<file path="src/itod_pkg.sv">
// Constants, register map and carrier types of the interval timer and time-of-day clock.
package itod_pkg;

  localparam int unsigned CLK_PERIOD_NS = 4;
  localparam int unsigned TOD_STEP_NS   = 1000;
  localparam int unsigned TOD_STEP_CYC  = TOD_STEP_NS / CLK_PERIOD_NS;
  localparam int unsigned ITMR_STEP_US  = 3300;
  localparam int unsigned ITMR_STEP_CYC = ITMR_STEP_US * 1000 / CLK_PERIOD_NS;

  localparam int unsigned TOD_W = 52;

  // One interval step is bit 8 of the timer word, so bits 31:8 give 2**24 steps.
  localparam logic [31:0] ITMR_STEP = 32'h0000_0100;

  localparam logic [7:0] OFS_CTRL     = 8'h00;
  localparam logic [7:0] OFS_STATUS   = 8'h04;
  localparam logic [7:0] OFS_IRQ_STAT = 8'h08;
  localparam logic [7:0] OFS_IRQ_MASK = 8'h0C;
  localparam logic [7:0] OFS_SET_HI   = 8'h10;
  localparam logic [7:0] OFS_SET_LO   = 8'h14;
  localparam logic [7:0] OFS_CMD      = 8'h18;
  localparam logic [7:0] OFS_SNAP_HI  = 8'h1C;
  localparam logic [7:0] OFS_SNAP_LO  = 8'h20;
  localparam logic [7:0] OFS_ITMR     = 8'h50;

  localparam int unsigned CTRL_EXT_MASK = 0;
  localparam int unsigned CTRL_ITMR_SUB = 1;
  localparam int unsigned CTRL_SUPV     = 2;

  localparam int unsigned CMD_SET   = 0;
  localparam int unsigned CMD_STORE = 1;

  localparam int unsigned EV_W        = 5;
  localparam int unsigned EV_ITMR     = 0;
  localparam int unsigned EV_SET_DONE = 1;
  localparam int unsigned EV_SET_REF  = 2;
  localparam int unsigned EV_INVAL    = 3;
  localparam int unsigned EV_STORE    = 4;

  localparam logic [2:0]    CTRL_RST = 3'h0;
  localparam logic [31:0]   ITMR_RST = 32'h0000_0000;
  localparam logic [EV_W-1:0] MASK_RST = 5'h00;

  typedef struct packed {
    logic [7:0] addr;
    logic       wr;
    logic       vld;
  } itod_aph_t;

endpackage

</file>
<file path="src/itod_tick.sv">
// Free-running divider that emits a one-cycle tick every PERIOD clock cycles.
`timescale 1ns/10ps
module itod_tick #(
  parameter int unsigned PERIOD = 250
) (
  input  wire logic hclk,
  input  wire logic hresetn,
  output logic      tick
);

  localparam int unsigned CW = (PERIOD > 1) ? $clog2(PERIOD) : 1;
  localparam logic [CW-1:0] LAST = CW'(PERIOD - 1);

  logic [CW-1:0] cnt_ff;
  logic          tick_ff;

  always_ff @(posedge hclk or negedge hresetn) begin
    if (!hresetn) begin
      cnt_ff  <= '0;
      tick_ff <= 1'b0;
    end else begin
      cnt_ff  <= (cnt_ff == LAST) ? '0 : cnt_ff + CW'(1);
      tick_ff <= (cnt_ff == LAST);
    end
  end

  assign tick = tick_ff;

endmodule // itod_tick

</file>
<file path="src/itod_timer.sv">
// Interval timer and 52-bit time-of-day clock behind an AHB-Lite register slave.
//
// What this block does
// - The interval timer word sits at byte address 80 and reads and writes like storage.
// - The interval timer steps once every 3.3 milliseconds.
// - The timer word holds 2**24 steps, about 15.4 hours, before it wraps.
// - The time-of-day clock is a free-running 52-bit binary counter spanning about 143 years.
// - The time-of-day counter advances by one every microsecond.
// - A store command captures the counter into a doubleword and a set command loads a new time.
// - A set takes effect only in supervisor state with the security switch enabled.
// - The time-of-day counter runs whether the processor runs or stops.
// - Test modes, clock errors and microdiagnostics mark the time-of-day value invalid.
// - The interval timer does not advance while the system is stopped.
// - Under excessive activity an interval timer update may be skipped.
// - The itimer_irq interrupt needs both the external mask and the timer subclass mask set; irq needs only the timer bit of the interrupt mask register.
`timescale 1ns/10ps
module itod_timer #(
  parameter int unsigned ITMR_CYC = itod_pkg::ITMR_STEP_CYC
) (
  input  wire logic        hclk,
  input  wire logic        hresetn,
  input  wire logic        hsel,
  input  wire logic [31:0] haddr,
  input  wire logic [1:0]  htrans,
  input  wire logic        hwrite,
  input  wire logic [2:0]  hsize,
  input  wire logic [31:0] hwdata,
  input  wire logic        hready,
  output logic [31:0]      hrdata,
  output logic             hreadyout,
  output logic             hresp,
  input  wire logic        sys_stopped,
  input  wire logic        clock_sec_en,
  input  wire logic        test_mode,
  input  wire logic        clock_error,
  input  wire logic        microdiag_run,
  input  wire logic        busy_excess,
  output logic             irq,
  output logic             itimer_irq
);

  localparam int unsigned TW = itod_pkg::TOD_W;

  itod_pkg::itod_aph_t       aph_ff;
  logic [31:0]               hrdata_ff;
  logic [2:0]                ctrl_ff;
  logic [itod_pkg::EV_W-1:0] stat_ff;
  logic [itod_pkg::EV_W-1:0] mask_ff;
  logic [itod_pkg::EV_W-1:0] ev;
  logic [TW-1:0]             tod_ff;
  logic [TW-1:0]             set_val_ff;
  logic [TW-1:0]             snap_ff;
  logic                      snap_inv_ff;
  logic                      tod_inval_ff;
  logic [31:0]               itmr_ff;
  logic [31:0]               nxt_itmr;
  logic                      irq_ff;
  logic                      itimer_irq_ff;
  logic                      hreadyout_ff;
  logic                      us_tick;
  logic                      it_tick;
  logic                      wr_go;
  logic                      wr_itmr;
  logic                      cmd_set;
  logic                      set_go;
  logic                      set_ref;
  logic                      store_go;
  logic                      itmr_dec;
  logic                      inval_src;
  logic [31:0]               rd_mux;

  itod_tick #(.PERIOD(itod_pkg::TOD_STEP_CYC)) u_us_tick (
    .hclk    (hclk),
    .hresetn (hresetn),
    .tick    (us_tick)
  );

  itod_tick #(.PERIOD(ITMR_CYC)) u_it_tick (
    .hclk    (hclk),
    .hresetn (hresetn),
    .tick    (it_tick)
  );

  // The slave never waits, so every transfer completes in its data phase.
  always_ff @(posedge hclk or negedge hresetn) begin
    if (!hresetn) begin
      aph_ff <= '0;
    end else if (hready) begin
      aph_ff.vld  <= hsel & htrans[1];
      aph_ff.wr   <= hwrite;
      aph_ff.addr <= haddr[7:0];
    end
  end

  assign wr_go    = aph_ff.vld & aph_ff.wr;
  assign wr_itmr  = wr_go & (aph_ff.addr == itod_pkg::OFS_ITMR);
  assign cmd_set  = wr_go & (aph_ff.addr == itod_pkg::OFS_CMD) & hwdata[itod_pkg::CMD_SET];
  assign set_go   = cmd_set & ctrl_ff[itod_pkg::CTRL_SUPV] & clock_sec_en;
  assign set_ref  = cmd_set & ~set_go;
  assign store_go = wr_go & (aph_ff.addr == itod_pkg::OFS_CMD) & hwdata[itod_pkg::CMD_STORE];
  assign inval_src = test_mode | clock_error | microdiag_run;

  // A stopped system or a busy one simply loses the step; the tick is not banked.
  assign itmr_dec = it_tick & ~sys_stopped & ~busy_excess;
  assign nxt_itmr = itmr_ff - itod_pkg::ITMR_STEP;

  always_comb begin
    rd_mux = 32'h0000_0000;
    case (haddr[7:0])
      itod_pkg::OFS_CTRL:     rd_mux = {29'h0, ctrl_ff};
      itod_pkg::OFS_STATUS:   rd_mux = {29'h0, snap_inv_ff, clock_sec_en, tod_inval_ff};
      itod_pkg::OFS_IRQ_STAT: rd_mux = {27'h0, stat_ff};
      itod_pkg::OFS_IRQ_MASK: rd_mux = {27'h0, mask_ff};
      itod_pkg::OFS_SET_HI:   rd_mux = {12'h0, set_val_ff[TW-1:32]};
      itod_pkg::OFS_SET_LO:   rd_mux = set_val_ff[31:0];
      itod_pkg::OFS_SNAP_HI:  rd_mux = {12'h0, snap_ff[TW-1:32]};
      itod_pkg::OFS_SNAP_LO:  rd_mux = snap_ff[31:0];
      itod_pkg::OFS_ITMR:     rd_mux = itmr_ff;
      default:                rd_mux = 32'h0000_0000;
    endcase
  end

  always_ff @(posedge hclk or negedge hresetn) begin
    if (!hresetn) begin
      hrdata_ff <= 32'h0000_0000;
    end else if (hready && hsel && htrans[1] && !hwrite) begin
      hrdata_ff <= rd_mux;
    end
  end

  always_ff @(posedge hclk or negedge hresetn) begin
    if (!hresetn) begin
      ctrl_ff    <= itod_pkg::CTRL_RST;
      mask_ff    <= itod_pkg::MASK_RST;
      set_val_ff <= '0;
    end else if (wr_go) begin
      case (aph_ff.addr)
        itod_pkg::OFS_CTRL:     ctrl_ff <= hwdata[2:0];
        itod_pkg::OFS_IRQ_MASK: mask_ff <= hwdata[itod_pkg::EV_W-1:0];
        itod_pkg::OFS_SET_HI:   set_val_ff[TW-1:32] <= hwdata[TW-33:0];
        itod_pkg::OFS_SET_LO:   set_val_ff[31:0] <= hwdata;
        default: ;
      endcase
    end
  end

  // The counter never looks at sys_stopped; only a permitted set disturbs it.
  always_ff @(posedge hclk or negedge hresetn) begin
    if (!hresetn) begin
      tod_ff <= '0;
    end else if (set_go) begin
      tod_ff <= set_val_ff;
    end else if (us_tick) begin
      tod_ff <= tod_ff + TW'(1);
    end
  end

  // Power-on leaves the time unknown, so the mark starts set.
  always_ff @(posedge hclk or negedge hresetn) begin
    if (!hresetn) begin
      tod_inval_ff <= 1'b1;
    end else if (inval_src) begin
      tod_inval_ff <= 1'b1;
    end else if (set_go) begin
      tod_inval_ff <= 1'b0;
    end
  end

  always_ff @(posedge hclk or negedge hresetn) begin
    if (!hresetn) begin
      snap_ff     <= '0;
      snap_inv_ff <= 1'b1;
    end else if (store_go) begin
      snap_ff     <= tod_ff;
      snap_inv_ff <= tod_inval_ff;
    end
  end

  // A software load of the timer word wins over a step in the same cycle.
  always_ff @(posedge hclk or negedge hresetn) begin
    if (!hresetn) begin
      itmr_ff <= itod_pkg::ITMR_RST;
    end else if (wr_itmr) begin
      itmr_ff <= hwdata;
    end else if (itmr_dec) begin
      itmr_ff <= nxt_itmr;
    end
  end

  always_comb begin
    ev = '0;
    ev[itod_pkg::EV_ITMR]     = itmr_dec & ~wr_itmr & ~itmr_ff[31] & nxt_itmr[31];
    ev[itod_pkg::EV_SET_DONE] = set_go;
    ev[itod_pkg::EV_SET_REF]  = set_ref;
    ev[itod_pkg::EV_INVAL]    = inval_src & ~tod_inval_ff;
    ev[itod_pkg::EV_STORE]    = store_go;
  end

  // New events win over a write-one-to-clear in the same cycle.
  always_ff @(posedge hclk or negedge hresetn) begin
    if (!hresetn) begin
      stat_ff <= '0;
    end else if (wr_go && aph_ff.addr == itod_pkg::OFS_IRQ_STAT) begin
      stat_ff <= (stat_ff & ~hwdata[itod_pkg::EV_W-1:0]) | ev;
    end else begin
      stat_ff <= stat_ff | ev;
    end
  end

  always_ff @(posedge hclk or negedge hresetn) begin
    if (!hresetn) begin
      irq_ff        <= 1'b0;
      itimer_irq_ff <= 1'b0;
    end else begin
      irq_ff        <= |(stat_ff & mask_ff);
      itimer_irq_ff <= stat_ff[itod_pkg::EV_ITMR] & ctrl_ff[itod_pkg::CTRL_EXT_MASK]
                       & ctrl_ff[itod_pkg::CTRL_ITMR_SUB];
    end
  end

  // Ready comes from a flop so the bus never sees the reset pin routed straight to an output.
  always_ff @(posedge hclk or negedge hresetn) begin
    if (!hresetn) begin
      hreadyout_ff <= 1'b0;
    end else begin
      hreadyout_ff <= 1'b1;
    end
  end

  assign hrdata     = hrdata_ff;
  assign hreadyout  = hreadyout_ff;
  assign hresp      = 1'b0;
  assign irq        = irq_ff;
  assign itimer_irq = itimer_irq_ff;
endmodule // itod_timer

</file>
<file path="config.mk">
export PLATFORM = sky130hd
export DESIGN_NAME = itod_timer
export DESIGN_NICKNAME = d
export VERILOG_FILES = /design/src/itod_pkg.sv /design/src/itod_tick.sv /design/src/itod_timer.sv
export SDC_FILE = /design/constraint.sdc
export NUM_CORES = 1
export LEC_CHECK = 0
export BUFFER_PORTS_ARGS = -buffer_cell sky130_fd_sc_hd__buf_4
export CAP_MARGIN = 25
export CORE_MARGIN = 2
export CORE_UTILIZATION = 30
export CTS_CLUSTER_SIZE = 14
export DETAILED_ROUTE_END_ITERATION = 6
export GPL_ROUTABILITY_DRIVEN = 0
export PLACE_DENSITY = 0.47
export SYNTH_ARGS = -nofsm -noshare
export SYNTH_HDL_FRONTEND = slang
export SYNTH_SLANG_ARGS = --single-unit
</file>
<file path="constraint.sdc">
create_clock -name hclk -period 5.2 [get_ports hclk]
set_clock_uncertainty 0.15 [all_clocks]
set_input_delay 0.52 -clock hclk [delete_from_list [all_inputs] [get_ports hclk]]
set_output_delay 0.52 -clock hclk [all_outputs]
set_load 0.02 [all_outputs]
</file>
After elaboration in Yosys (flattened, before gate mapping)

Cells that the tools add are included.
Widths: inputs -> output; s select.

Equal/unequal tests: 16
Bitwise gates (word level): 30
Reductions and logical operators: 15
Add/subtract/negate cells: 4
Muxes and demuxes: 10

Operators with widths:

| operator              | count |
|---|---|
| $pmux 32 s9           | 1 |
| $mux 52               | 2 |
| $mux 32               | 2 |
| $add 52x1->52 const B | 1 |
| $eq 8x5->1 const B    | 6 |
| $eq 8x4->1 const B    | 4 |
| $sub 32x9->32 const B | 1 |
| $add 20x1->20 const B | 1 |
| $eq 20x20->1 const B  | 1 |
| $mux 20               | 1 |
| $and 1x1->1           | 17 |
| $eq 8x7->1 const B    | 2 |
| $logic_not 8->1       | 2 |
| $and 5x5->5           | 2 |
| $or 5x5->5            | 2 |
| $add 8x1->8 const B   | 1 |
| $eq 8x3->1 const B    | 1 |
| $eq 8x6->1 const B    | 1 |
| $eq 8x8->1 const B    | 1 |
| $mux 8                | 1 |
| $reduce_and 2->1      | 4 |
| $not 1->1             | 6 |
| $reduce_bool 2->1     | 3 |
| $mux 5                | 1 |
| other kinds (6)       | 11 |

Word-level logic and storage cells: 96
Input bits: 80
Output and inout bits: 36
Flip-flop bits (word level): 278

Depth between registers and ports, before layout

Depth in word-level cells: 9
Gate-level depth with buffers: 8
Depth with buffers taken out: 7

Cells and area by module

A second synthesis with hierarchy kept.

Cells, all modules: 1,174
Area total of the unflattened synthesis: 12,919.9 um^2

Modules (own cells, without submodules):

| module                 | instances | seq. area each (um^2) | area an instance (um^2) | cells each |
|---|---|---|---|---|
| itod_timer             | 1         | 6,208.5               | 11,492.3                | 1,037 |
| itod_tick at u_it_tick | 1         | 525.5                 | 1,008.5                 | 95 |
| itod_tick at u_us_tick | 1         | 225.2                 | 419.2                   | 42 |

Least setup slack after synthesis

Ideal clock, no wire load.

Kind: input to register
Start point: in sys_stopped
End point: reg itmr_ff[25]
Setup time: 69 ps
Stages on the path: 6
Path buffers: 1
Slack: 2,821 ps
Data required time: 4,981 ps
Arrival time: 2,160 ps
Cells stage by stage: or4b_1 buf_2 nor4b_4 nand2_2 or4_1 nand3_1

Longest elaborated chain between the ends: 4

RTL lines:

| element                            | RTL line          | text |
|---|---|---|
| from (decl)                        | itod_timer.sv:32  | `input wire logic sys_stopped,` |
| $not 1->1                          | itod_timer.sv:104 | `assign itmr_dec = it_tick & ~sys_stopped & ~busy_excess;` |
| $and 1x1->1 (2 in a row)           | itod_timer.sv:104 |  |
| $reduce_bool 2->1 (no source line) | -                 |  |
| to (signal assigned)               | itod_timer.sv:182 | `itmr_ff <= itod_pkg::ITMR_RST;` |
| to (signal assigned)               | itod_timer.sv:184 | `itmr_ff <= hwdata;` |
| to (signal assigned)               | itod_timer.sv:186 | `itmr_ff <= nxt_itmr;` |
| to (decl)                          | itod_timer.sv:55  | `logic [31:0] itmr_ff;` |

No other way between the ends.
A chain may end at the register's enable or synchronous reset.

Final worst setup path

Start point: reg aph_ff[3] (netlist bit)
End point: reg tod_ff[1]

Longest elaborated chain between the ends: 6
Elaborated cells between the ends (all ways): 7
Those cells by class: eq/ne (1); mux (1); bitwise (4); reduce/logical (1)

RTL lines:

| element                                      | RTL line          | text |
|---|---|---|
| from (decl)                                  | itod_timer.sv:44  | `itod_pkg::itod_aph_t aph_ff;` |
| $eq 8x5->1 (*)                               | itod_timer.sv:97  | `assign cmd_set = wr_go & (aph_ff.addr == itod_pkg::OFS_CMD) & hwdata[itod_pkg::CMD_SET];` |
| $and 1x1->1 (*) (2 in a row)                 | itod_timer.sv:97  |  |
| $and 1x1->1 (*) (2 in a row)                 | itod_timer.sv:98  | `assign set_go = cmd_set & ctrl_ff[itod_pkg::CTRL_SUPV] & clock_sec_en;` |
| $mux 52 or $reduce_bool 2->1 (tied branches) | -                 |  |
| to (signal assigned)                         | itod_timer.sv:152 | `tod_ff <= set_val_ff;` |
| to (signal assigned)                         | itod_timer.sv:154 | `tod_ff <= tod_ff + TW'(1);` |
| to (decl)                                    | itod_timer.sv:50  | `logic [TW-1:0] tod_ff;` |

Every way passes the cells marked *; elsewhere a longest branch is shown, timed or not.

==> flow_metrics.py <==
metrics = {
    "yosys": {
        "synth_ff_type": "dfrtp_1",
        "synthXorXnorAreaFrac": 0.0535,
        "synth_edf_count": 0,
        "async_flop_share": 1.00,
        "synth_fa_ha_area_frac": 0.00466,
        "synthesis.area_um2": 13400,
        "synth_seq_cells": 278,
        "syn_inst": 1259,
        "synthesis.nets": 1344,
        "yosys.area_share.simple": 0.179,
        "syn_area_per_cell_um2": 10.7,
        "synth_mux_area_frac": 0.127,
        "synth_top_area_frac": 0.514,
        "synth_top_family_by_area": "simple AND/OR/NAND/NOR gates",
        "synth_cell_types": 67,
        "synth_warnings": 0,
        "synth-compound-area-share": 0.0931,
        "ys_seq_area_frac": 0.518,
        "yosysTopAreaCell": "dfrtp_1",
        "synth_area_leaders": "dfrtp_1 51%, mux2_2 12%, nand2_1 4.6%",
    },
    "detailed_routing": {
        "wire_per_inst_um": 19.6,
        "avgViaCountPerCell": 5.09,
        "drc": 0,
        "routed-via-count": 9941,
        "detail_route.iter0.violations": 748,
        "wl_met2_um": 17300,
        "top_layer_used": "met4",
        "drt-met1-wl_um": 18500,
        "ant_nets": 0,
        "wl_met3_um": 1890,
        "first_pass_iters": 4,
        "drt_wl_total_um": 38200,
    },
    "timing": {
        "setup_viol": 0,
        "finalCriticalPeriod_ns": 2.99,
        "finalSetupTns_ns": 0,
        "fmax_ghz": 0.334,
        "hold_viol": 0,
        "min_period_over_period": 0.576,
        "rsz0062_at_grt": "false",
        "drv_slew": 0,
        "worst_slew_pin_slew_ns": 0.973,
        "relSlewSlack": 0.352,
    },
    "placement": {
        "io_buffers": 86,
        "dp_hpwl_um": 26000,
    },
    "cts": {
        "clk_path_buf_depth": 3,
        "cts_num_sinks": 278,
        "cts_inserted_buffers": 35,
        "post_cts_resized": 0,
        "clk_pin_slew_ns": 0.06,
        "cts_max_level": 2,
        "clkLatencyLatePin_ns": 0.52,
        "cts_tree": "yes",
        "cts-root-buf": "clkbuf_16",
    },
    "critical_path": {
        "cp.arrival_ns": 3.23,
        "crit_required_ns": 5.44,
        "cp_max_fo": 20,
        "start_kind": "flip-flop",
        "slowest_stage": "nor4b_2",
        "crit_chain": "nor4b_2, and3_1, nand2_1, nor2_1, a21oi_1",
        "critical_path_class": "flip-flop to flip-flop",
        "slowest_delay_ns": 0.85,
        "end_kind": "flip-flop",
        "rrSetupSlack_ns": 2.21,
    },
    "grt": {
        "grt_max_degree": 116,
        "antenna_found_initial": 0,
        "grt_util_all_layers": 0.165,
        "grt-ovfl-total": 0,
        "grt_pass1_wl_um": 60400,
        "grt_pass1_vias": 10096,
    },
    "floorplanning": {
        "start_util": 0.304,
        "core_um2": 44200,
        "ios": 116,
        "rows": 77,
        "die_y_um": 216,
        "die_area_um2": 46500,
        "die_w_um": 216,
    },
    "flow_run": {
        "max-cap-violations": 0,
    },
    "pwr": {
        "p_total_mw": 4.90,
        "vdd_drop_max_mv": 0.169,
        "power_density_nw_per_um2": 308,
        "p_leak_nw": 6.68,
    },
    "cells_and_area": {
        "areaGrowthSynthToFinish_pct": 18.3,
        "utilization": 0.359,
        "final_layout_size_suffix_gt1_frac": 0.240,
        "nNetsFinal": 1425,
        "nFillCells": 4408,
        "diodes": 0,
    },
    "hold_path": {
        "worstHoldPathType": "primary input to flip-flop",
    },
    "run_status": {
        "outcome": "finished clean",
    },
}
[cell usage in the layout, fill, tap and decap left out, types with 7 or more instances in the layout]
master / count
nand3_1: 44
xor2_1: 45
xnor2_1: 37
a22oi_1: 16
a221oi_1: 15
clkbuf_8: 7
nand2_1: 164
inv_1: 15
nor2_1: 83
buf_4: 100
nor4_1: 13
o21ai_1: 10
nand4b_1: 8
or3_1: 9
dfrtp_1: 276
nand4_1: 36
a31oi_1: 7
mux2i_1: 12
nor3_1: 17
a21oi_1: 33
clkbuf_16: 37
a22o_1: 13
and3_1: 11
mux2_2: 141
or4_1: 13
and4_1: 10
o21ai_0: 83
[layout make-up]
cell class	instances	area, µm²	share of cell area
Clock inverter	9	76.3	0.00480
Inverter	15	56.3	0.00354
Clock buffer	50	1040	0.0658
Sequential cell	278	6960	0.438
Timing Repair Buffer	108	842	0.0530
Tap cell	592	741	0.0466
Multi-Input combinational cell	902	6170	0.388
[power by group]
group	total (mW)	switching [mW]	internal, mW
clock	2.37	0.930	1.44
sequential	2.28	0.0546	2.22
combinational	0.251	0.147	0.104
total	4.90	1.13	3.77
[state kept, by name, summed over array words and instances, names as in the netlist, 3 cells and up]
register	count
set_val_ff	52
tod_ff	52
mask_ff	5
u_it_tick.cnt_ff	20
hrdata	32
itmr_ff	32
aph_ff	10
u_us_tick.cnt_ff	8
ctrl_ff	3
snap_ff	52
stat_ff	5
[path summary, 6_finish.rpt]
kind,startpoint,end,cells after the start
setup reg to reg,aph_ff[3],tod_ff[1],5
hold / removal,test_mode,tod_inval_ff,3
setup / recovery,aph_ff[3],tod_ff[1],5
hold reg to reg,itmr_ff[7],itmr_ff[7],2
min in group asynchronous,hresetn,aph_ff[6],2
max in group asynchronous,hresetn,tod_ff[26],3
[cells in the mapped netlist, types with 3 or more instances]
master,n
nor4_2,6
nand3b_1,4
nor4_1,13
o21ai_0,83
inv_1,15
nor3b_1,4
and3_1,12
nand3_1,44
o31ai_1,4
or3_1,9
and4_1,12
nor2b_1,6
nor2_1,83
clkbuf_1,44
xnor2_1,37
nand4_1,36
a22oi_1,16
nand2b_1,3
nor4b_1,4
xor2_1,45
dfrtp_1,276
a21oi_1,33
mux2_2,141
ha_1,5
nor3_1,18
or4_1,13
nand2_1,164
a32oi_1,4
a221oi_1,15
o21ai_1,10
a31oi_1,7
a22o_1,13
nand4b_1,8
buf_2,12
and2_1,4
mux2i_1,12
buf_1,6
[stage by stage]
step	setup WS (ns)	cells	area (µm²)	hold slack, ns
2_1_floorplan	2.82	1259	13400	0.0744
3_3_place_gp	1.81	1889	14700	0.295
3_5_place_dp	1.87	1892	14700	0.302
4_1_cts	2.21	1952	15900	0.0385
5_1_grt	2.08	1954	15900	0.0613
6_report	2.21	1954	15900	0.0583
[critical path, delay by kind of cell (launching register included)]
kind               cells  cell delay, ns
DFF                    1            0.42
and+or+nand+nor        4            2.22
AOI/OAI and AO/OA      1            0.06
[per-layer routing]
| layer | global-route usage | vias to the layer above |
|---|---|---|
| li1 | - | 4688 |
| met2 | 0.260 | 204 |
| met4 | 0.0349 | 0 |
| met5 | 0 | - |
| met3 | 0.0338 | 42 |
| met1 | 0.235 | 5007 |
[logic make-up (layout without fill, tap and decap cells)]
group	Yosys count	after routing
fa+ha+maj	5	5
other cells	2	2
mux	153	153
simple gates	458	458
buf+inv	79	182
xor+xnor	82	82
flops	278	278
compound gates	202	202
[timing repair]
action	in CTS	in global routing
hold buffers	1	0
buffers inserted	0	0
endpoints found under the hold margin	18	0
No activity file was read; power rests on OpenSTA's default activity.
